`config.mk`:
```
export PLATFORM = sky130hd
export DESIGN_NAME = atc_timer
export DESIGN_NICKNAME = d
export VERILOG_FILES = /design/src/inc/atc_pkg.sv /design/src/hdl/atc_prescaler.sv /design/src/hdl/atc_timer.sv
export VERILOG_INCLUDE_DIRS = /design/src /design/src/inc
export SDC_FILE = /design/constraint.sdc
export NUM_CORES = 1
export LEC_CHECK = 0
export BUFFER_PORTS_ARGS = -buffer_cell sky130_fd_sc_hd__clkbuf_2
export CORE_MARGIN = 2
export CORE_UTILIZATION = 51
export DETAILED_ROUTE_END_ITERATION = 8
export HOLD_SLACK_MARGIN = 0.15
export PLACE_DENSITY = 0.77
export SETUP_SLACK_MARGIN = 0.1
export SYNTH_ARGS = -nofsm -noshare
export SYNTH_HDL_FRONTEND = slang
export SYNTH_SLANG_ARGS = --single-unit
```
`constraint.sdc`:
```
create_clock -name hclk -period 2.1 [get_ports hclk]
set_input_delay 0.21 -clock hclk [delete_from_list [all_inputs] [get_ports hclk]]
set_output_delay 0.21 -clock hclk [all_outputs]
set_load 0.1 [all_outputs]
```
`src/inc/atc_defs.svh`:
```
`ifndef ATC_DEFS_SVH
`define ATC_DEFS_SVH

// Register indices; byte address is four times the index
`define ATC_IDX_FLAGS        10'h037
`define ATC_IDX_MASK         10'h070
`define ATC_IDX_CTRL_A       10'h0b0
`define ATC_IDX_CTRL_B       10'h0b1
`define ATC_IDX_COUNTER      10'h0b2
`define ATC_IDX_CMP_A        10'h0b3
`define ATC_IDX_CMP_B        10'h0b4
`define ATC_IDX_ASYNC        10'h0b6

// Control A fields
`define ATC_ACT_A_MSB        7
`define ATC_ACT_A_LSB        6
`define ATC_ACT_B_MSB        5
`define ATC_ACT_B_LSB        4
`define ATC_WGM_LO_MSB       1
`define ATC_WGM_LO_LSB       0
`define ATC_CTRL_A_RD_MASK   8'hf3

// Control B fields
`define ATC_FORCE_A_BIT      7
`define ATC_FORCE_B_BIT      6
`define ATC_WGM_HIGH_BIT     3
`define ATC_CS_MSB           2
`define ATC_CS_LSB           0
`define ATC_CTRL_B_RD_MASK   8'h0f

// Async status fields; busy bits 4..0 follow the slot numbering below
`define ATC_EXT_CLK_BIT      6
`define ATC_ASYNC_SEL_BIT    5
`define ATC_SLOT_CTRL_B      0
`define ATC_SLOT_CTRL_A      1
`define ATC_SLOT_CMP_B       2
`define ATC_SLOT_CMP_A       3
`define ATC_SLOT_COUNTER     4

// Flag and mask bits
`define ATC_BIT_OVF          0
`define ATC_BIT_MATCH_A      1
`define ATC_BIT_MATCH_B      2
`define ATC_FLAG_MASK        8'h07

// Reset value and counter limits
`define ATC_RESET_VAL        8'h00
`define ATC_COUNT_MAX        8'hff
`define ATC_COUNT_BOTTOM     8'h00

// Prescaler taps as powers of two: 8, 32, 64, 128, 256, 1024
`define ATC_TAP_DIV8         3
`define ATC_TAP_DIV32        5
`define ATC_TAP_DIV64        6
`define ATC_TAP_DIV128       7
`define ATC_TAP_DIV256       8
`define ATC_TAP_DIV1024      10

`endif

```
`src/inc/atc_pkg.sv`:
```
package atc_pkg;

   // Counting behaviour decoded from the three waveform mode bits
   typedef enum logic [1:0] {
      ATC_NORMAL,
      ATC_CTC,
      ATC_FAST_PWM,
      ATC_PHASE_PWM
   } atc_kind_e;

   typedef logic [7:0] atc_byte_t;

endpackage : atc_pkg

```
`src/hdl/atc_prescaler.sv`:
```
`timescale 1ns/1ps
`default_nettype none
`include "atc_defs.svh"

module atc_prescaler #(
   parameter int PRESC_W = 10
) (
   // Clock and reset
   input  wire logic       hclk,
   input  wire logic       hresetn,
   // Source tick and selection
   input  wire logic       src_tick,
   input  wire logic [2:0] clock_select_field,
   // Count enable for the timer
   output logic            count_tick
);

   logic [PRESC_W-1:0] presc_reg;
   logic               tap_hit;

   initial begin
      if (PRESC_W < `ATC_TAP_DIV1024) begin
         $error("atc_prescaler: PRESC_W too small for the largest division");
      end
   end

   // True when the low n bits of the prescaler are all ones
   function automatic logic low_ones(input logic [PRESC_W-1:0] v, input int n);
      logic r;
      r = 1'b1;
      for (int i = 0; i < n; i++) begin
         r = r & v[i];
      end
      return r;
   endfunction : low_ones

   // Free running divider; it advances only on source ticks
   always_ff @(posedge hclk or negedge hresetn) begin
      if (!hresetn) begin
         presc_reg <= '0;
      end else if (src_tick) begin
         presc_reg <= presc_reg + 1'b1;
      end
   end

   // Tap selection from the clock select code
   always_comb begin
      case (clock_select_field)
         3'h0:    tap_hit = 1'b0;                                  // RULE7
         3'h1:    tap_hit = 1'b1;                                  // RULE7
         3'h2:    tap_hit = low_ones(presc_reg, `ATC_TAP_DIV8);    // RULE7
         3'h3:    tap_hit = low_ones(presc_reg, `ATC_TAP_DIV32);   // RULE7
         3'h4:    tap_hit = low_ones(presc_reg, `ATC_TAP_DIV64);   // RULE7
         3'h5:    tap_hit = low_ones(presc_reg, `ATC_TAP_DIV128);  // RULE7
         3'h6:    tap_hit = low_ones(presc_reg, `ATC_TAP_DIV256);  // RULE7
         default: tap_hit = low_ones(presc_reg, `ATC_TAP_DIV1024); // RULE7
      endcase
   end

   assign count_tick = src_tick & tap_hit;

endmodule : atc_prescaler
`default_nettype wire

```
`src/hdl/atc_timer.sv`:
```
// Chosen here: the AHB-Lite register port.
`timescale 1ns/1ps
`default_nettype none
`include "atc_defs.svh"

// Contract
// RULE1: Force bits act only in non-PWM modes; ignored in PWM modes.
// RULE2: Writing a force bit makes an immediate match acting per output action.
// RULE3: Software keeps force bits zero when writing control B in PWM modes.
// RULE4: A forced match sets no flag and never clears the counter.
// RULE5: Force bits always read back as zero.
// RULE6: Control B bits 5 and 4 always read as zero.
// RULE7: Clock select: stop, undivided, then divide by 8,32,64,128,256,1024.
// RULE8: Counter readable and writable; a write blocks the next timer clock match.
// RULE9: Both compare registers continuously compared with counter for flag and output.
// RULE10: External clock buffer used when enabled in async mode; crystal only otherwise.
// RULE11: Software sets external clock enable before selecting async operation.
// RULE12: Async select zero counts bus clock; one counts the oscillator pin.
// RULE13: Software rewrites timer registers after changing async select.
// RULE14: Async writes set per-register busy bits, cleared once copied from holding.
// RULE15: Software does not write a register while its busy bit is set.
// RULE16: Counter reads live value; compares and controls read holding storage.
// RULE17: Interrupt runs only when mask bit, global enable and flag are all one.
// RULE18: Async status: bit 7 zero, bits 6:5 writable, 4:0 read-only, reset zero.
// RULE19: Flags set on compare matches and overflow; phase PWM overflow at bottom.
// RULE20: Flags cleared by vector execution or by writing one.
// RULE21: High mode bit joins the two low mode bits to pick the waveform mode.
module atc_timer #(
   parameter int PRESC_W = 10
) (
   // Clock and reset
   input  wire logic        hclk,
   input  wire logic        hresetn,
   // AHB-Lite slave
   input  wire logic        hsel,
   input  wire logic [31:0] haddr,
   input  wire logic [1:0]  htrans,
   input  wire logic        hwrite,
   input  wire logic [2:0]  hsize,
   input  wire logic [31:0] hwdata,
   input  wire logic        hready,
   output logic [31:0]      hrdata,
   output logic             hreadyout,
   output logic             hresp,
   // Timer pins
   input  wire logic        async_osc_pin,
   output logic             wave_out_a,
   output logic             wave_out_b,
   output logic             wave_drive_a,
   output logic             wave_drive_b,
   output logic             xtal_osc_enable,
   output logic             ext_clock_buffer_enable,
   // Interrupt handshake with the processor core
   input  wire logic        global_irq_enable,
   input  wire logic        vector_ack_a,
   input  wire logic        vector_ack_b,
   input  wire logic        vector_ack_ovf,
   output logic             irq_match_a,
   output logic             irq_match_b,
   output logic             irq_overflow
);

   // Bus pipeline state
   logic                  ph_valid_reg;
   logic                  ph_write_reg;
   logic [9:0]            ph_idx_reg;
   logic [31:0]           hrdata_reg;
   logic                  hreadyout_reg;
   logic                  hresp_reg;
   // Timer registers: holding copies and the live copies the timer uses
   atc_pkg::atc_byte_t    hold_reg [5];
   atc_pkg::atc_byte_t    ctl_a_reg;
   atc_pkg::atc_byte_t    ctl_b_reg;
   atc_pkg::atc_byte_t    cmp_a_reg;
   atc_pkg::atc_byte_t    cmp_b_reg;
   atc_pkg::atc_byte_t    cnt_reg;
   atc_pkg::atc_byte_t    cnt_next;
   logic [4:0]            busy_reg;
   logic [4:0]            busy_next;
   logic                  ext_clk_reg;
   logic                  async_sel_reg;
   logic [2:0]            mask_reg;
   logic [2:0]            flags_reg;
   logic [2:0]            flags_next;
   logic                  dir_down_reg;
   logic                  dir_down_next;
   logic                  block_reg;
   logic                  osc_prev_reg;
   logic                  wave_a_reg;
   logic                  wave_b_reg;
   logic                  drive_a_reg;
   logic                  drive_b_reg;
   logic                  xtal_en_reg;
   logic                  ext_buf_reg;
   logic                  irq_a_reg;
   logic                  irq_b_reg;
   logic                  irq_ovf_reg;
   logic                  ovf_evt;
   logic                  wrap_evt;

   initial begin
      if (PRESC_W < `ATC_TAP_DIV1024) begin
         $error("atc_timer: PRESC_W too small for the largest division");
      end
   end

   // Address phase decode; only whole-word writes take effect, reads of any size are answered
   wire        addr_take = hsel & htrans[1] & hready;
   wire        wr_valid  = ph_valid_reg & ph_write_reg;
   wire [7:0]  wdata8    = hwdata[7:0];
   wire        wr_flags  = wr_valid && (ph_idx_reg == `ATC_IDX_FLAGS);
   wire        wr_mask   = wr_valid && (ph_idx_reg == `ATC_IDX_MASK);
   wire        wr_async  = wr_valid && (ph_idx_reg == `ATC_IDX_ASYNC);
   wire        wr_ctl_a  = wr_valid && (ph_idx_reg == `ATC_IDX_CTRL_A);
   wire        wr_ctl_b  = wr_valid && (ph_idx_reg == `ATC_IDX_CTRL_B);
   wire        wr_cnt    = wr_valid && (ph_idx_reg == `ATC_IDX_COUNTER);
   wire        wr_cmp_a  = wr_valid && (ph_idx_reg == `ATC_IDX_CMP_A);
   wire        wr_cmp_b  = wr_valid && (ph_idx_reg == `ATC_IDX_CMP_B);
   wire [4:0]  wr_vec    = {wr_cnt, wr_cmp_a, wr_cmp_b, wr_ctl_a, wr_ctl_b};

   // Timer clock source: every bus clock, or a rising edge on the oscillator pin
   wire        osc_edge  = async_osc_pin & ~osc_prev_reg;
   wire        src_tick  = async_sel_reg ? osc_edge : 1'b1;                 // RULE12

   // A slot copies at the write in sync mode, at the next source tick in async mode
   wire [4:0]  upd_vec   = async_sel_reg ? (busy_reg & {5{src_tick}} & ~wr_vec) : wr_vec;

   // Mode decode from the three mode bits
   wire [2:0]  wgm       = {ctl_b_reg[`ATC_WGM_HIGH_BIT],
                            ctl_a_reg[`ATC_WGM_LO_MSB:`ATC_WGM_LO_LSB]};      // RULE21
   wire atc_pkg::atc_kind_e kind = kind_of(wgm);
   wire        top_is_a  = (wgm == 3'h2) || (wgm == 3'h5) || (wgm == 3'h7); // RULE21
   wire [7:0]  top_val   = top_is_a ? cmp_a_reg : `ATC_COUNT_MAX;
   wire        non_pwm   = (kind == atc_pkg::ATC_NORMAL) || (kind == atc_pkg::ATC_CTC);
   wire [1:0]  act_a     = ctl_a_reg[`ATC_ACT_A_MSB:`ATC_ACT_A_LSB];
   wire [1:0]  act_b     = ctl_a_reg[`ATC_ACT_B_MSB:`ATC_ACT_B_LSB];
   wire        wgm_high  = ctl_b_reg[`ATC_WGM_HIGH_BIT];

   // Force strobes act on the written value and only outside PWM modes
   wire        force_a   = wr_ctl_b & wdata8[`ATC_FORCE_A_BIT] & non_pwm;     // RULE1
   wire        force_b   = wr_ctl_b & wdata8[`ATC_FORCE_B_BIT] & non_pwm;     // RULE1

   wire        count_tick;
   wire        copy_cnt  = upd_vec[`ATC_SLOT_COUNTER];
   // Matches are suppressed for one timer clock after a counter update
   wire        match_a   = count_tick & ~copy_cnt & ~block_reg & (cnt_reg == cmp_a_reg); // RULE9
   wire        match_b   = count_tick & ~copy_cnt & ~block_reg & (cnt_reg == cmp_b_reg); // RULE9

   // Decode the mode bits into a counting behaviour; reserved codes count as normal
   function automatic atc_pkg::atc_kind_e kind_of(input logic [2:0] w);
      atc_pkg::atc_kind_e k;
      case (w)
         3'h1, 3'h5: k = atc_pkg::ATC_PHASE_PWM;
         3'h2:       k = atc_pkg::ATC_CTC;
         3'h3, 3'h7: k = atc_pkg::ATC_FAST_PWM;
         default:    k = atc_pkg::ATC_NORMAL;
      endcase
      return k;
   endfunction : kind_of

   // Next level of a waveform output; used for both channels
   function automatic logic wave_step(input atc_pkg::atc_kind_e k, input logic [1:0] act,
                                      input logic toggle_ok, input logic hit,
                                      input logic bottom, input logic down,
                                      input logic cur);
      logic r;
      r = cur;
      case (k)
         atc_pkg::ATC_FAST_PWM: begin
            if (hit) begin
               if (act == 2'h1 && toggle_ok) r = ~cur;
               else if (act == 2'h2) r = 1'b0;
               else if (act == 2'h3) r = 1'b1;
            end else if (bottom) begin
               if (act == 2'h2) r = 1'b1;
               else if (act == 2'h3) r = 1'b0;
            end
         end
         atc_pkg::ATC_PHASE_PWM: begin
            if (hit) begin
               if (act == 2'h1 && toggle_ok) r = ~cur;
               else if (act == 2'h2) r = down;
               else if (act == 2'h3) r = ~down;
            end
         end
         default: begin
            if (hit) begin
               if (act == 2'h1) r = ~cur;
               else if (act == 2'h2) r = 1'b0;
               else if (act == 2'h3) r = 1'b1;
            end
         end
      endcase
      return r;
   endfunction : wave_step

   // Read mux: live counter, holding storage for compares and controls
   function automatic logic [7:0] read_mux(input logic [9:0] idx);
      logic [7:0] r;
      r = 8'h00;
      if (idx == `ATC_IDX_COUNTER) r = cnt_reg;                                 // RULE16
      else if (idx == `ATC_IDX_CMP_A) r = hold_reg[`ATC_SLOT_CMP_A];            // RULE16
      else if (idx == `ATC_IDX_CMP_B) r = hold_reg[`ATC_SLOT_CMP_B];            // RULE16
      else if (idx == `ATC_IDX_CTRL_A) r = hold_reg[`ATC_SLOT_CTRL_A] & `ATC_CTRL_A_RD_MASK;
      else if (idx == `ATC_IDX_CTRL_B)
         r = hold_reg[`ATC_SLOT_CTRL_B] & `ATC_CTRL_B_RD_MASK;                 // RULE5 RULE6
      else if (idx == `ATC_IDX_ASYNC) r = {1'b0, ext_clk_reg, async_sel_reg, busy_reg}; // RULE18
      else if (idx == `ATC_IDX_FLAGS) r = {5'h00, flags_reg};
      else if (idx == `ATC_IDX_MASK) r = {5'h00, mask_reg};
      return r;
   endfunction : read_mux

   atc_prescaler #(
      .PRESC_W            (PRESC_W)
   ) u_presc (
      .hclk               (hclk),
      .hresetn            (hresetn),
      .src_tick           (src_tick),
      .clock_select_field (ctl_b_reg[`ATC_CS_MSB:`ATC_CS_LSB]),
      .count_tick         (count_tick)
   );

   // Counter step; a counter load (write data in sync mode, holding storage in async mode) wins over counting
   always_comb begin
      cnt_next      = cnt_reg;
      dir_down_next = dir_down_reg;
      ovf_evt       = 1'b0;
      wrap_evt      = 1'b0;
      if (copy_cnt) begin
         cnt_next = async_sel_reg ? hold_reg[`ATC_SLOT_COUNTER] : wdata8;      // RULE8
      end else if (count_tick) begin
         if (kind == atc_pkg::ATC_PHASE_PWM) begin
            if (!dir_down_reg) begin
               if (cnt_reg == top_val) begin
                  dir_down_next = 1'b1;
                  cnt_next      = cnt_reg - 8'h01;
               end else begin
                  cnt_next = cnt_reg + 8'h01;
               end
            end else if (cnt_reg == `ATC_COUNT_BOTTOM) begin
               dir_down_next = 1'b0;
               ovf_evt       = 1'b1;                                         // RULE19
               cnt_next      = cnt_reg + 8'h01;
            end else begin
               cnt_next = cnt_reg - 8'h01;
            end
         end else begin
            wrap_evt = (cnt_reg == top_val);
            cnt_next = wrap_evt ? `ATC_COUNT_BOTTOM : cnt_reg + 8'h01;
            ovf_evt  = (kind == atc_pkg::ATC_FAST_PWM) ? wrap_evt
                                                       : (cnt_reg == `ATC_COUNT_MAX); // RULE19
         end
      end
   end

   // Flag update: hardware set wins over a clear in the same cycle
   always_comb begin
      flags_next = flags_reg;
      if (wr_flags) flags_next = flags_next & ~wdata8[2:0];                      // RULE20
      if (vector_ack_ovf) flags_next[`ATC_BIT_OVF] = 1'b0;                       // RULE20
      if (vector_ack_a) flags_next[`ATC_BIT_MATCH_A] = 1'b0;                     // RULE20
      if (vector_ack_b) flags_next[`ATC_BIT_MATCH_B] = 1'b0;                     // RULE20
      // Forced matches never reach the flags
      flags_next = flags_next | {match_b, match_a, ovf_evt};                     // RULE4 RULE19
   end

   // Busy bits only exist in async mode; a new write re-arms the bit
   assign busy_next = async_sel_reg ? ((busy_reg & ~{5{src_tick}}) | wr_vec) : 5'h00; // RULE14

   // Bus address phase capture and registered answer, zero wait states
   always_ff @(posedge hclk or negedge hresetn) begin
      if (!hresetn) begin
         ph_valid_reg  <= 1'b0;
         ph_write_reg  <= 1'b0;
         ph_idx_reg    <= 10'h000;
         hrdata_reg    <= 32'h0000_0000;
         hreadyout_reg <= 1'b1;
         hresp_reg     <= 1'b0;
      end else begin
         ph_valid_reg  <= addr_take && (hsize == 3'h2);
         ph_write_reg  <= hwrite;
         ph_idx_reg    <= haddr[11:2];
         hrdata_reg    <= (addr_take && !hwrite) ? {24'h000000, read_mux(haddr[11:2])}
                                                 : 32'h0000_0000;
         hreadyout_reg <= 1'b1;
         hresp_reg     <= 1'b0;
      end
   end

   // Holding storage keeps every written byte whole; reserved and strobe bits are masked on read and on the copy into the live controls
   always_ff @(posedge hclk or negedge hresetn) begin
      if (!hresetn) begin
         for (int i = 0; i < 5; i++) begin
            hold_reg[i] <= `ATC_RESET_VAL;
         end
      end else begin
         for (int i = 0; i < 5; i++) begin
            if (wr_vec[i]) hold_reg[i] <= wdata8;
         end
      end
   end

   // Live timer registers, loaded as their slot updates
   always_ff @(posedge hclk or negedge hresetn) begin
      if (!hresetn) begin
         ctl_a_reg <= `ATC_RESET_VAL;
         ctl_b_reg <= `ATC_RESET_VAL;
         cmp_a_reg <= `ATC_RESET_VAL;
         cmp_b_reg <= `ATC_RESET_VAL;
      end else begin
         if (upd_vec[`ATC_SLOT_CTRL_A])
            ctl_a_reg <= (async_sel_reg ? hold_reg[`ATC_SLOT_CTRL_A] : wdata8) & `ATC_CTRL_A_RD_MASK;
         if (upd_vec[`ATC_SLOT_CTRL_B])
            ctl_b_reg <= (async_sel_reg ? hold_reg[`ATC_SLOT_CTRL_B] : wdata8) & `ATC_CTRL_B_RD_MASK;
         if (upd_vec[`ATC_SLOT_CMP_A])
            cmp_a_reg <= async_sel_reg ? hold_reg[`ATC_SLOT_CMP_A] : wdata8;
         if (upd_vec[`ATC_SLOT_CMP_B])
            cmp_b_reg <= async_sel_reg ? hold_reg[`ATC_SLOT_CMP_B] : wdata8;
      end
   end

   // Counter, direction and the one-tick match block after a counter write
   always_ff @(posedge hclk or negedge hresetn) begin
      if (!hresetn) begin
         cnt_reg      <= `ATC_RESET_VAL;
         dir_down_reg <= 1'b0;
         block_reg    <= 1'b0;
      end else begin
         cnt_reg      <= cnt_next;
         dir_down_reg <= dir_down_next;
         block_reg    <= copy_cnt | (block_reg & ~count_tick);                  // RULE8
      end
   end

   // Status, mask, flags and busy bits
   always_ff @(posedge hclk or negedge hresetn) begin
      if (!hresetn) begin
         ext_clk_reg   <= 1'b0;
         async_sel_reg <= 1'b0;
         busy_reg      <= 5'h00;
         mask_reg      <= 3'h0;
         flags_reg     <= 3'h0;
         osc_prev_reg  <= 1'b0;
      end else begin
         if (wr_async) begin
            ext_clk_reg   <= wdata8[`ATC_EXT_CLK_BIT];                          // RULE18
            async_sel_reg <= wdata8[`ATC_ASYNC_SEL_BIT];                        // RULE18
         end
         if (wr_mask) mask_reg <= wdata8[2:0];
         busy_reg     <= busy_next;                                             // RULE14
         flags_reg    <= flags_next;
         osc_prev_reg <= async_osc_pin;
      end
   end

   // Waveform outputs; forced matches act through the same output action
   always_ff @(posedge hclk or negedge hresetn) begin
      if (!hresetn) begin
         wave_a_reg  <= 1'b0;
         wave_b_reg  <= 1'b0;
         drive_a_reg <= 1'b0;
         drive_b_reg <= 1'b0;
      end else begin
         wave_a_reg  <= wave_step(kind, act_a, wgm_high, match_a | force_a, wrap_evt,
                                  dir_down_reg, wave_a_reg);                    // RULE2 RULE9
         wave_b_reg  <= wave_step(kind, act_b, 1'b0, match_b | force_b, wrap_evt,
                                  dir_down_reg, wave_b_reg);                    // RULE2 RULE9
         drive_a_reg <= (act_a != 2'h0);
         drive_b_reg <= (act_b != 2'h0);
      end
   end

   // Oscillator control and gated interrupt requests
   always_ff @(posedge hclk or negedge hresetn) begin
      if (!hresetn) begin
         xtal_en_reg <= 1'b0;
         ext_buf_reg <= 1'b0;
         irq_a_reg   <= 1'b0;
         irq_b_reg   <= 1'b0;
         irq_ovf_reg <= 1'b0;
      end else begin
         xtal_en_reg <= async_sel_reg & ~ext_clk_reg;                            // RULE10
         ext_buf_reg <= async_sel_reg & ext_clk_reg;                             // RULE10
         irq_a_reg   <= global_irq_enable & mask_reg[`ATC_BIT_MATCH_A] & flags_next[`ATC_BIT_MATCH_A]; // RULE17
         irq_b_reg   <= global_irq_enable & mask_reg[`ATC_BIT_MATCH_B] & flags_next[`ATC_BIT_MATCH_B]; // RULE17
         irq_ovf_reg <= global_irq_enable & mask_reg[`ATC_BIT_OVF] & flags_next[`ATC_BIT_OVF];         // RULE17
      end
   end

   // Every output straight from a flip-flop
   assign hrdata                  = hrdata_reg;
   assign hreadyout               = hreadyout_reg;
   assign hresp                   = hresp_reg;
   assign wave_out_a              = wave_a_reg;
   assign wave_out_b              = wave_b_reg;
   assign wave_drive_a            = drive_a_reg;
   assign wave_drive_b            = drive_b_reg;
   assign xtal_osc_enable         = xtal_en_reg;
   assign ext_clock_buffer_enable = ext_buf_reg;
   assign irq_match_a             = irq_a_reg;
   assign irq_match_b             = irq_b_reg;
   assign irq_overflow            = irq_ovf_reg;

endmodule : atc_timer
`default_nettype wire

```
==> results of run 1 <==
[cell families (layout without fill, tap and decap cells)]
| logic type | count (synthesis) | in the layout | synth area share [%] |
|---|---|---|---|
| DFF | 123 | 123 | 46.1 |
| adders and majority gates | 4 | 4 | 0.750 |
| xor gates and xnor gates | 24 | 24 | 3.15 |
| and+or+nand+nor | 209 | 209 | 17.4 |
| buffers and inverters | 82 | 238 | 6.79 |
| AOI/OAI and AO/OA | 179 | 179 | 17.5 |
| other | 2 | 27 | 0.113 |
| muxes | 48 | 48 | 8.18 |
[worst paths after layout]
path,startpoint,to,slack (ps),cells past startpoint
setup / recovery,ph_idx_reg[0],wave_out_a,-200,8
hold / removal,hwdata[1],hold_reg[9],180,2
setup reg to reg,ph_idx_reg[0],wave_out_a,-200,8
hold reg to reg,u_presc.presc_reg[9],u_presc.presc_reg[9],490,1
max in group asynchronous,hresetn,cnt_reg[1],1170,3
min in group asynchronous,hresetn,ph_idx_reg[8],310,2
[timing repair]
item,4_1_cts,5_1_grt
hold buffers,20,0
resized for setup,22,67
setup endpoints to repair,43,51
buffers inserted,5,4
hold endpoints to repair,124,0
pin swaps,7,12
[metrics by stage]
| step | power [mW] | cell area (µm²) | hold WS, ps |
|---|---|---|---|
| 6_report | 7.28 | 8950 | 176 |
| 5_1_grt | 7.55 | 8950 | 166 |
| 4_1_cts | 7.14 | 8650 | 151 |
| 3_5_place_dp | 4.24 | 7730 | 186 |
| 3_3_place_gp | 4.18 | 7730 | 185 |
| 2_1_floorplan | 3.69 | 6810 | -85.6 |
[worst max-delay path, stage by stage, from the launching register on]
cell and delay, ps:
sky130_fd_sc_hd__dfrtp_1 370, sky130_fd_sc_hd__or3b_4 420, sky130_fd_sc_hd__nor4_4 140, sky130_fd_sc_hd__buf_4 180, sky130_fd_sc_hd__buf_4 110, sky130_fd_sc_hd__mux2_4 340
sky130_fd_sc_hd__a32oi_2 230, sky130_fd_sc_hd__o21ai_2 80, sky130_fd_sc_hd__mux2_4 300
[synth_stat cells (5+ instances only)]
cell type | number | area, µm²
sky130_fd_sc_hd__mux2_2 | 45 | 507
sky130_fd_sc_hd__nor2b_1 | 13 | 81.3
sky130_fd_sc_hd__o22ai_1 | 7 | 43.8
sky130_fd_sc_hd__nand2_1 | 44 | 165
sky130_fd_sc_hd__xor2_1 | 11 | 96.3
sky130_fd_sc_hd__o21ai_1 | 8 | 40.0
sky130_fd_sc_hd__nand2b_1 | 7 | 43.8
sky130_fd_sc_hd__and3_1 | 9 | 56.3
sky130_fd_sc_hd__buf_4 | 28 | 210
sky130_fd_sc_hd__clkbuf_1 | 13 | 48.8
sky130_fd_sc_hd__o21ai_0 | 19 | 95.1
sky130_fd_sc_hd__nand3_1 | 20 | 100
sky130_fd_sc_hd__a21oi_1 | 71 | 355
sky130_fd_sc_hd__xnor2_1 | 13 | 114
sky130_fd_sc_hd__inv_1 | 17 | 63.8
sky130_fd_sc_hd__buf_2 | 14 | 70.1
sky130_fd_sc_hd__a211oi_1 | 12 | 90.1
sky130_fd_sc_hd__nand4_1 | 11 | 68.8
sky130_fd_sc_hd__nor3_1 | 13 | 65.1
sky130_fd_sc_hd__a31oi_1 | 5 | 31.3
sky130_fd_sc_hd__nor2_1 | 49 | 184
sky130_fd_sc_hd__nor4_1 | 5 | 31.3
sky130_fd_sc_hd__a22oi_1 | 9 | 67.6
sky130_fd_sc_hd__dfrtp_1 | 123 | 3080
[area by class of cell]
| cell class | count | area share [%] |
|---|---|---|
| Multi-Input combinational cell | 490 | 40.3 |
| Clock buffer | 20 | 4.99 |
| Sequential cell | 123 | 34.4 |
| Clock inverter | 12 | 1.38 |
| Inverter | 22 | 0.978 |
| Antenna cell | 1 | 0.0279 |
| Tap cell | 172 | 2.40 |
| Timing Repair Buffer | 184 | 15.6 |
[cells in the final DEF (no fill, tap or decap), drive strengths merged, types with 7 or more instances in the layout]
cell type	count
nor4	8
nand2b	7
o22ai	7
dlygate4sd3	20
nor2	49
nand4	12
a211oi	12
and3	9
buf	117
dfrtp	123
mux2	46
xor2	11
nor2b	13
clkbuf	67
inv	19
o21ai	27
nor3	14
nand2	45
xnor2	13
a22oi	9
nand3	20
a21boi	7
conb	26
clkinv	11
a21oi	73
[per-layer routing]
metal | wire [µm] | vias to the layer above | share of wire, % | GRT usage [%]
met3 | 1800 | 80 | 8.2 | 8.45
met2 | 10700 | 402 | 49 | 49.2
met5 | 0 | - | 0 | 0
met4 | 861 | 0 | 3.9 | 14.0
li1 | - | 2732 | - | -
met1 | 8560 | 3087 | 39 | 39.6
[report_power, final]
group	switching (mW)	internal, mW	total [mW]
clock	1.10	1.76	2.86
combinational	1.00	0.678	1.68
sequential	0.190	2.54	2.73
total	2.29	4.99	7.28
==> PnR_summary.wiki, run 1 <==
{| class="wikitable"
! Metric !! Value
|-
| Chip Width || 118 µm
|-
| Kind of start point of the critical path || flip-flop
|-
| Post-synth design cell area || 6670 µm²
|-
| Maximum buffer depth of the clock tree || 2
|-
| Slew of the pin with the lowest slew margin || 550 ps
|-
| Number of setup violations in the final report || 15
|-
| Clk_lat worst skew || 430 ps
|-
| Wire length of the first global-routing pass || 33,500 µm
|-
| Slew HR || 63.4%
|-
| Largest net degree at the start of global routing || 50
|-
| All-layer global routing usage || 31.0%
|-
| Violations in the final reports || setup timing
|-
| WS Path Type || flip-flop to flip-flop
|-
| Num Clock Sinks || 123
|-
| LEAKAGE || 3.95 nW
|-
| Count of unresolved DRC violations after routing || 0
|-
| Cell count after synthesis || 671
|-
| FILL cells || 847
|-
| Final critical-path required period || 2300 ps
|-
| Commonest register cell after synthesis || sky130_fd_sc_hd__dfrtp_1
|-
| Clock root cell || sky130_fd_sc_hd__clkbuf_16
|-
| Number of maximum-capacitance violations || 0
|-
| Core area || 12,700 µm²
|-
| Number of flops mapped to enable cells by yosys || 0
|-
| Via density per instance || 6.15
|-
| Final setup TNS || -1450 ps
|-
| Hold violation total from the final report || 0
|-
| Sequential cell area in the final layout || 3080 µm²
|-
| Via count of the first global-routing pass || 6,224
|-
| Remaining Overflow, GRT || 0
|-
| Data arrival, critical path || 2620 ps
|-
| Run status || complete, but fails checks
|-
| CTS clk-pin slew, worst paths || 60 ps
|-
| Final wirelength || 21,900 µm
|-
| Multi-input combinational cell area || 3600 µm²
|-
| Kind of end point of the critical path || flip-flop
|-
| Distinct cell type count of the synthesized netlist || 83
|-
| Proportion of synthesized chip area in sequential cells || 46.1%
|-
| Final cycle utilization of the critical path || 110%
|-
| IO buf count || 48
|-
| Initial DRT Pass Iterations || 7
|-
| Non-filler instance count after layout || 1,024
|-
| Setup skew after layout || 6.35 ps
|-
| CTS H-Tree Depth || 4
|-
| Wire length per cell || 21.4 µm
|-
| Core occupancy in the finished layout || 70.7%
|-
| Detail Route Antenna Nets || 0
|-
| Number of nets in the layout || 921
|-
| Fmax achieved || 0.434 GHz
|-
| TritonCTS clock tree || done
|-
| Fraction of final layout cells with drive strength greater than 1 || 38.5%
|-
| Final worst-path setup slack || -203 ps
|-
| Path class of the lowest-slack min-delay path || primary input to flip-flop
|-
| Layout overhead on the synthesized area || 34.3%
|-
| Total power density per cell area || 813 nW/µm²
|-
| Starting density of the core || 52.6%
|-
| Placed Cells incl. Taps || 963
|-
| Die area || 14,000 µm²
|-
| Fraction of registers with async set or reset after synthesis || 100%
|-
| Number of DRC markers in iteration 0 || 837
|-
| Worst Path Max Fanout || 5
|-
| Initial antenna violation count || 0
|-
| Place WS || -259 ps
|-
| Endpoint required time on the critical path || 2420 ps
|-
| Setup repair after global routing missed its margin || true
|-
| Die Y-Extent || 118 µm
|-
| #FFs+latches synth || 123
|-
| Total half-perimeter wirelength after legalization and detailed placement || 14,200 µm
|-
| Largest register FFs || 34
|-
| YS warnings || 0
|-
| Cts bufs inserted || 17
|-
| Row count || 41
|-
| Mapped Avg Cell Area || 9.94 µm²
|-
| Final weighted congestion in routability-driven placement || 0.995
|-
| Number of pins with negative max-slew slack in the final report || 0
|-
| Maximum ir drop on the vdd rail || 0.740 mV
|-
| Top-Level Pins || 122
|-
| Detailed-route via count || 6,301
|}
Power figures use the tool's default switching activity.
==> inputs of run 2 (changes only) <==
--- a/config.mk
+++ b/config.mk
@@ -6,12 +6,12 @@
 export SDC_FILE = /design/constraint.sdc
 export NUM_CORES = 1
 export LEC_CHECK = 0
-export BUFFER_PORTS_ARGS = -buffer_cell sky130_fd_sc_hd__clkbuf_2
+export BUFFER_PORTS_ARGS = -buffer_cell sky130_fd_sc_hd__buf_2
 export CORE_MARGIN = 2
 export CORE_UTILIZATION = 51
 export DETAILED_ROUTE_END_ITERATION = 8
 export HOLD_SLACK_MARGIN = 0.15
-export PLACE_DENSITY = 0.77
+export PLACE_DENSITY = 0.83
 export SETUP_SLACK_MARGIN = 0.1
 export SYNTH_ARGS = -nofsm -noshare
 export SYNTH_HDL_FRONTEND = slang
==> run 2 against run 1 <==
- the flow still finishes with violations (setup timing)
- via count is 0.19% higher
- flip-flop and latch count stayed put
- routed wire length is 0.20% lower
- critical endpoint unchanged
- sequential power hardly changed
- clock-buffer cell count stayed put
- power is 3.8% higher
- die area stayed put
- non-clock buffer count is 11 higher
- combinational power hardly changed
==> PnR_summary.wiki, run 2 (synthesized netlist as in run 1, its figures left out) <==
{| class="wikitable"
! Metric !! Value
|-
| Top-Level Pins || 122
|-
| Leading cell types in the layout, fill and taps excluded || 121 x sky130_fd_sc_hd__dfrtp_1, 105 x sky130_fd_sc_hd__buf_4, 64 x sky130_fd_sc_hd__a21oi_1
|-
| Setup repair after global routing missed its margin || true
|-
| Remaining Overflow, GRT || 0
|-
| Final cycle utilization of the critical path || 111%
|-
| Wire length of the first global-routing pass || 31,700 µm
|-
| Post-route cell area || 9210 µm²
|-
| Non-filler instance count after layout || 1,035
|-
| TritonCTS clock tree || done
|-
| Number of DRC markers in iteration 0 || 605
|-
| Cts bufs inserted || 17
|-
| Slew of the pin with the lowest slew margin || 619 ps
|-
| Num Clock Sinks || 123
|-
| Die Y-Extent || 118 µm
|-
| Count of unresolved DRC violations after routing || 0
|-
| Via count of the first global-routing pass || 6,136
|-
| Final critical-path required period || 2330 ps
|-
| Core occupancy in the finished layout || 72.7%
|-
| Worst Path Max Fanout || 4
|-
| Initial DRT Pass Iterations || 6
|-
| Largest net degree at the start of global routing || 47
|-
| Placed inst area || 7730 µm²
|-
| CTS clk-pin slew, worst paths || 60 ps
|-
| Maximum buffer depth of the clock tree || 2
|-
| Maximum ir drop on the vdd rail || 0.703 mV
|-
| Kind of end point of the critical path || flip-flop
|-
| Kind of start point of the critical path || flip-flop
|-
| Proportion of total power due to net switching || 30.2%
|-
| FILL cells || 836
|-
| Number of pins with negative max-slew slack in the final report || 0
|-
| Detailed-route via count || 6,313
|-
| Path class of the lowest-slack min-delay path || primary input to flip-flop
|-
| Internal power contribution || 5.27 mW
|-
| Chip Width || 118 µm
|-
| Setup skew after layout || 10.9 ps
|-
| Final weighted congestion in routability-driven placement || 0.989
|-
| Combinational group share of total power || 22.7%
|-
| Clock root cell || sky130_fd_sc_hd__clkbuf_16
|-
| WS Path Type || flip-flop to flip-flop
|-
| Total power density per cell area || 820 nW/µm²
|-
| Number of setup violations in the final report || 17
|-
| Via density per instance || 6.10
|-
| Hold violation total from the final report || 0
|-
| Starting density of the core || 52.6%
|-
| Total half-perimeter wirelength after legalization and detailed placement || 14,000 µm
|-
| Endpoint required time on the critical path || 2410 ps
|-
| Wire length per cell || 21.1 µm
|-
| Run status || complete, but fails checks
|-
| Number of maximum-capacitance violations || 0
|-
| Number of nets in the layout || 933
|-
| Final worst-path setup slack || -232 ps
|-
| Initial antenna violation count || 1
|-
| Fmax achieved || 0.429 GHz
|-
| Reg power frac || 36.1%
|-
| Slew HR || 58.7%
|-
| Placed Cells incl. Taps || 963
|-
| Core area || 12,700 µm²
|-
| Diode insertion count for antenna repair || 0
|-
| Largest register FFs || 34
|-
| Row count || 41
|-
| CTS H-Tree Depth || 4
|-
| Switching power total || 2.28 mW
|-
| Detail Route Antenna Nets || 0
|-
| All-layer global routing usage || 29.1%
|-
| Most common library cell in the layout ignoring fill and taps || sky130_fd_sc_hd__dfrtp_1
|-
| Place WS || -179 ps
|-
| Data arrival, critical path || 2640 ps
|-
| Fraction of final layout cells with drive strength greater than 1 || 39.6%
|-
| Die area || 14,000 µm²
|-
| Layout overhead on the synthesized area || 38.1%
|-
| Final wirelength || 21,900 µm
|-
| Share of total power in the clock network || 41.2%
|-
| LEAKAGE || 4.09 nW
|-
| IO buf count || 48
|-
| Violations in the final reports || setup timing
|-
| Clk_lat worst skew || 430 ps
|}
## run 2: changes by cell type in the layout (fill, tap and decap cells not counted), moves of 4 or more
cell and change:
sky130_fd_sc_hd__buf_2 +47, sky130_fd_sc_hd__buf_6 +11, sky130_fd_sc_hd__clkbuf_2 -46, sky130_fd_sc_hd__mux2_2 -5
sky130_fd_sc_hd__mux2_4 +5, sky130_fd_sc_hd__nand2_4 +4, sky130_fd_sc_hd__nor2_1 -6, sky130_fd_sc_hd__nor2_2 +8
## run 2: routing by layer
layer	global-route usage (%)	vias to the layer above	share of wire, %
met3	5.84	107	7.7
met4	13.2	0	5.1
li1	-	2752	-
met1	36.8	3084	38
met5	0	-	0
met2	48.2	370	49
## run 2: per-stage QoR
stage	setup TNS [ps]	total power, mW	hold WS [ps]
2_1_floorplan	-138	3.69	-85.6
3_3_place_gp	-1020	4.19	233
3_5_place_dp	-1640	4.24	239
4_1_cts	-1580	7.41	152
5_1_grt	-3760	7.79	179
6_report	-2220	7.55	178
## run 2: worst max-delay path, stage by stage (launching register included)
cell and delay [ps]:
sky130_fd_sc_hd__dfrtp_1 380, sky130_fd_sc_hd__or3b_4 400, sky130_fd_sc_hd__nor4_4 270, sky130_fd_sc_hd__buf_4 190, sky130_fd_sc_hd__mux2_4 350, sky130_fd_sc_hd__a32oi_2 240, sky130_fd_sc_hd__o21ai_1 100, sky130_fd_sc_hd__mux2_2 280
## run 2: area by class of cell
cell class                      instances  area (µm²)  area share [%]
Tap cell                              172         215            2.34
Inverter                               22        83.8           0.910
Multi-Input combinational cell        491        3690            40.1
Sequential cell                       123        3080            33.5
Timing Repair Buffer                  195        1510            16.4
Clock buffer                           20         457            4.96
Clock inverter                         12         170            1.85
## run 2: repair_timing
item                                   CTS  global route
endpoints found under the hold margin   82             0
setup endpoints to repair               36            62
resized for setup                       23            87
gates cloned                             0             1
setup buffers                            4            12
hold buffers                            23             0
pin swaps                                8            23
## run 2: power by group through the flow
stage	Sequential (mW)	Combinational, mW	Clock (mW)
CTS	2.71	1.56	3.14
finish	2.73	1.71	3.11
global placement	2.74	1.46	0
floorplan	2.74	0.949	0
global route	2.75	1.81	3.24
detailed placement	2.75	1.49	0
## run 2: path summary, 6_finish.rpt
kind / depth (start not counted) / from / end / slack [ps]
max reg2reg: 7 / ph_idx_reg[0] / wave_out_a / -230
min: 2 / hwdata[0] / hold_reg[8] / 180
min in group asynchronous: 2 / hresetn / wave_out_a / 330
min reg2reg: 1 / u_presc.presc_reg[9] / u_presc.presc_reg[9] / 480
max in group asynchronous: 3 / hresetn / hold_reg[4] / 1110
max: 7 / ph_idx_reg[0] / wave_out_a / -230
==> inputs of run 3 (changes only) <==
==> constraint.sdc (replaced) <==
create_clock -name hclk -period 1.95 [get_ports hclk]
set_input_delay 0.195 -clock hclk [delete_from_list [all_inputs] [get_ports hclk]]
set_output_delay 0.195 -clock hclk [all_outputs]
set_load 0.1 [all_outputs]
==> run 3 against run 2 <==
- flip-flop and latch count unchanged
- utilization increased by 3.3 points
- power up 10%
- critical path depth rose by 1
- via count is 6.7% higher
- sequential power is 7.7% higher
- non-clock buffer count is 29 higher
- worst hold slack better by 1.1 ps
- largest cell class unchanged
- the flow still finishes with violations (setup timing)
- combinational power is 18% higher
==> PnR_summary.wiki, run 3 (synthesized netlist as in run 1, its figures left out) <==
{| class="wikitable"
! Metric !! Value
|-
| Run status || complete, but fails checks
|-
| Violations in the final reports || setup timing
|-
| Leading cell types in the layout, fill and taps excluded || 124 x sky130_fd_sc_hd__buf_4, 120 x sky130_fd_sc_hd__dfrtp_1, 54 x sky130_fd_sc_hd__a21oi_1
|-
| IO buf count || 48
|-
| Combinational group share of total power || 24.3%
|-
| Top-Level Pins || 122
|-
| Layout overhead on the synthesized area || 44.3%
|-
| Data arrival, critical path || 2720 ps
|-
| Number of maximum-capacitance violations || 0
|-
| Number of DRC markers in iteration 0 || 713
|-
| Reg power frac || 35.4%
|-
| Final critical-path required period || 2400 ps
|-
| Slew of the pin with the lowest slew margin || 561 ps
|-
| Crit Reg-Reg Startpoint || ph_idx_reg[2]
|-
| TritonCTS clock tree || done
|-
| Largest register FFs || 34
|-
| Endpoint required time on the critical path || 2260 ps
|-
| Via count of the first global-routing pass || 6,483
|-
| Wire length per cell || 22.7 µm
|-
| Most common library cell in the layout ignoring fill and taps || sky130_fd_sc_hd__buf_4
|-
| Count of unresolved DRC violations after routing || 0
|-
| Number of pins with negative max-slew slack in the final report || 0
|-
| Die Y-Extent || 118 µm
|-
| Cell count of the worst hold path || 4
|-
| Maximum buffer depth of the clock tree || 2
|-
| Die area || 14,000 µm²
|-
| Largest net degree at the start of global routing || 51
|-
| Fraction of final layout cells with drive strength greater than 1 || 44.4%
|-
| Core area || 12,700 µm²
|-
| Count of cells along the worst register-to-register path || 8
|-
| All-layer global routing usage || 31.8%
|-
| Hold slack final || 180 ps
|-
| Share of total power in the clock network || 40.3%
|-
| Fmax achieved || 0.416 GHz
|-
| Place WS || -385 ps
|-
| Destination of the worst register-to-register timing path || wave_out_a
|-
| Maximum ir drop on the vdd rail || 0.883 mV
|-
| Proportion of total power due to net switching || 31.2%
|-
| Path class of the lowest-slack min-delay path || primary input to flip-flop
|-
| Setup skew after layout || 13.8 ps
|-
| Number of setup violations in the final report || 56
|-
| Startpoint of the worst hold path || htrans[1]
|-
| Cts bufs inserted || 17
|-
| Kind of start point of the critical path || flip-flop
|-
| Total half-perimeter wirelength after legalization and detailed placement || 14,700 µm
|-
| Initial antenna violation count || 0
|-
| Detailed-route via count || 6,735
|-
| Setup repair after global routing missed its margin || true
|-
| Final wirelength || 24,200 µm
|-
| CTS H-Tree Depth || 4
|-
| Core occupancy in the finished layout || 75.9%
|-
| Worst Path Max Fanout || 4
|-
| Via density per instance || 6.34
|-
| Starting density of the core || 52.6%
|-
| WS Path Type || flip-flop to flip-flop
|-
| Diode insertion count for antenna repair || 0
|-
| Num Clock Sinks || 123
|-
| Clock root cell || sky130_fd_sc_hd__clkbuf_16
|-
| Total power density per cell area || 864 nW/µm²
|-
| Hold violation total from the final report || 0
|-
| LEAKAGE || 4.27 nW
|-
| Chip Width || 118 µm
|-
| Row count || 41
|-
| Worst setup slack for register-to-register paths || -450 ps
|-
| Initial DRT Pass Iterations || 8
|-
| Final worst-path setup slack || -453 ps
|-
| Final cycle utilization of the critical path || 123%
|-
| Wire length of the first global-routing pass || 34,500 µm
|-
| Clk_lat worst skew || 440 ps
|-
| Detail Route Antenna Nets || 0
|-
| Switching power total || 2.60 mW
|-
| Kind of end point of the critical path || flip-flop
|-
| Internal power contribution || 5.72 mW
|-
| Remaining Overflow, GRT || 0
|-
| Number of nets in the layout || 961
|-
| Final weighted congestion in routability-driven placement || 0.993
|-
| CTS clk-pin slew, worst paths || 60 ps
|-
| Final total power || 8.31 mW
|-
| Worst min-delay path endpoint || hrdata[7]
|-
| Slew HR || 62.6%
|}
run 3: cell types whose count changed in the layout (fill, tap and decap cells not counted), sizes merged:
cell	delta
dlygate4sd3	+2
buf	+25
a21oi	-1
clkbuf	+2
inv	+1
clkinvlp	-1
run 3: worst max-delay path by stage:
stage | endpoint | depth (start not counted) | slack, ps | from
6_report | wave_out_a | 8 | -450 | ph_idx_reg[2]
4_1_cts | wave_out_a | 9 | -320 | ph_idx_reg[0]
2_1_floorplan | wave_out_a | 7 | -250 | ph_idx_reg[0]
3_5_place_dp | wave_out_a | 8 | -380 | ph_idx_reg[0]
3_3_place_gp | wave_out_a | 7 | -330 | ph_idx_reg[0]
5_1_grt | wave_out_b | 10 | -520 | ph_idx_reg[2]
run 3: power by group through the flow:
stage          clock, mW  sequential (mW)  combinational, mW
2_1_floorplan          0             2.95               1.03
3_3_place_gp           0             2.95               1.67
3_5_place_dp           0             2.96               1.72
4_1_cts             3.33             2.93               1.88
5_1_grt             3.45             2.97               2.11
6_report            3.35             2.94               2.02
run 3: metrics by stage:
| step | TNS (ps) | cells | cell area [µm²] |
|---|---|---|---|
| after global routing | -15540 | 1063 | 9620 |
| after global placement | -4770 | 983 | 7910 |
| after floorplan | -1480 | 695 | 6830 |
| final | -10550 | 1063 | 9620 |
| after detailed placement | -7600 | 983 | 7910 |
| after CTS | -3130 | 1053 | 9190 |
run 3: layout make-up:
| class | instances | area (µm²) |
|---|---|---|
| Tap cell | 172 | 215 |
| Inverter | 22 | 87.6 |
| Fill cell | 709 | 3050 |
| Timing Repair Buffer | 224 | 1820 |
| Multi-Input combinational cell | 490 | 3810 |
| Sequential cell | 123 | 3080 |
| Clock inverter | 12 | 171 |
| Clock buffer | 20 | 437 |
run 3: timing repair:
action | CTS | global route
gates resized for setup | 74 | 85
hold buffers | 25 | 0
pin swaps | 15 | 18
buffers inserted | 13 | 8
cloned | 0 | 2
endpoints found under the setup margin | 77 | 81
hold endpoints to repair | 87 | 0
run 3: critical path: stages, from the launching register on:
cell and delay (ps):
sky130_fd_sc_hd__dfrtp_1 380, sky130_fd_sc_hd__or3b_4 420, sky130_fd_sc_hd__nor4_4 130, sky130_fd_sc_hd__buf_4 190
sky130_fd_sc_hd__buf_4 140, sky130_fd_sc_hd__mux2_4 350, sky130_fd_sc_hd__a32oi_2 270, sky130_fd_sc_hd__o21ai_2 100
sky130_fd_sc_hd__mux2_4 310
run 3: layer usage:
layer	track usage, %	up-vias	wire length [µm]	share of wire (%)
met1	39.4	3239	8520	35
li1	-	2806	-	-
met3	8.35	171	2510	10
met2	50.9	519	11400	47
met5	0	-	0	0
met4	16.8	0	1710	7.1
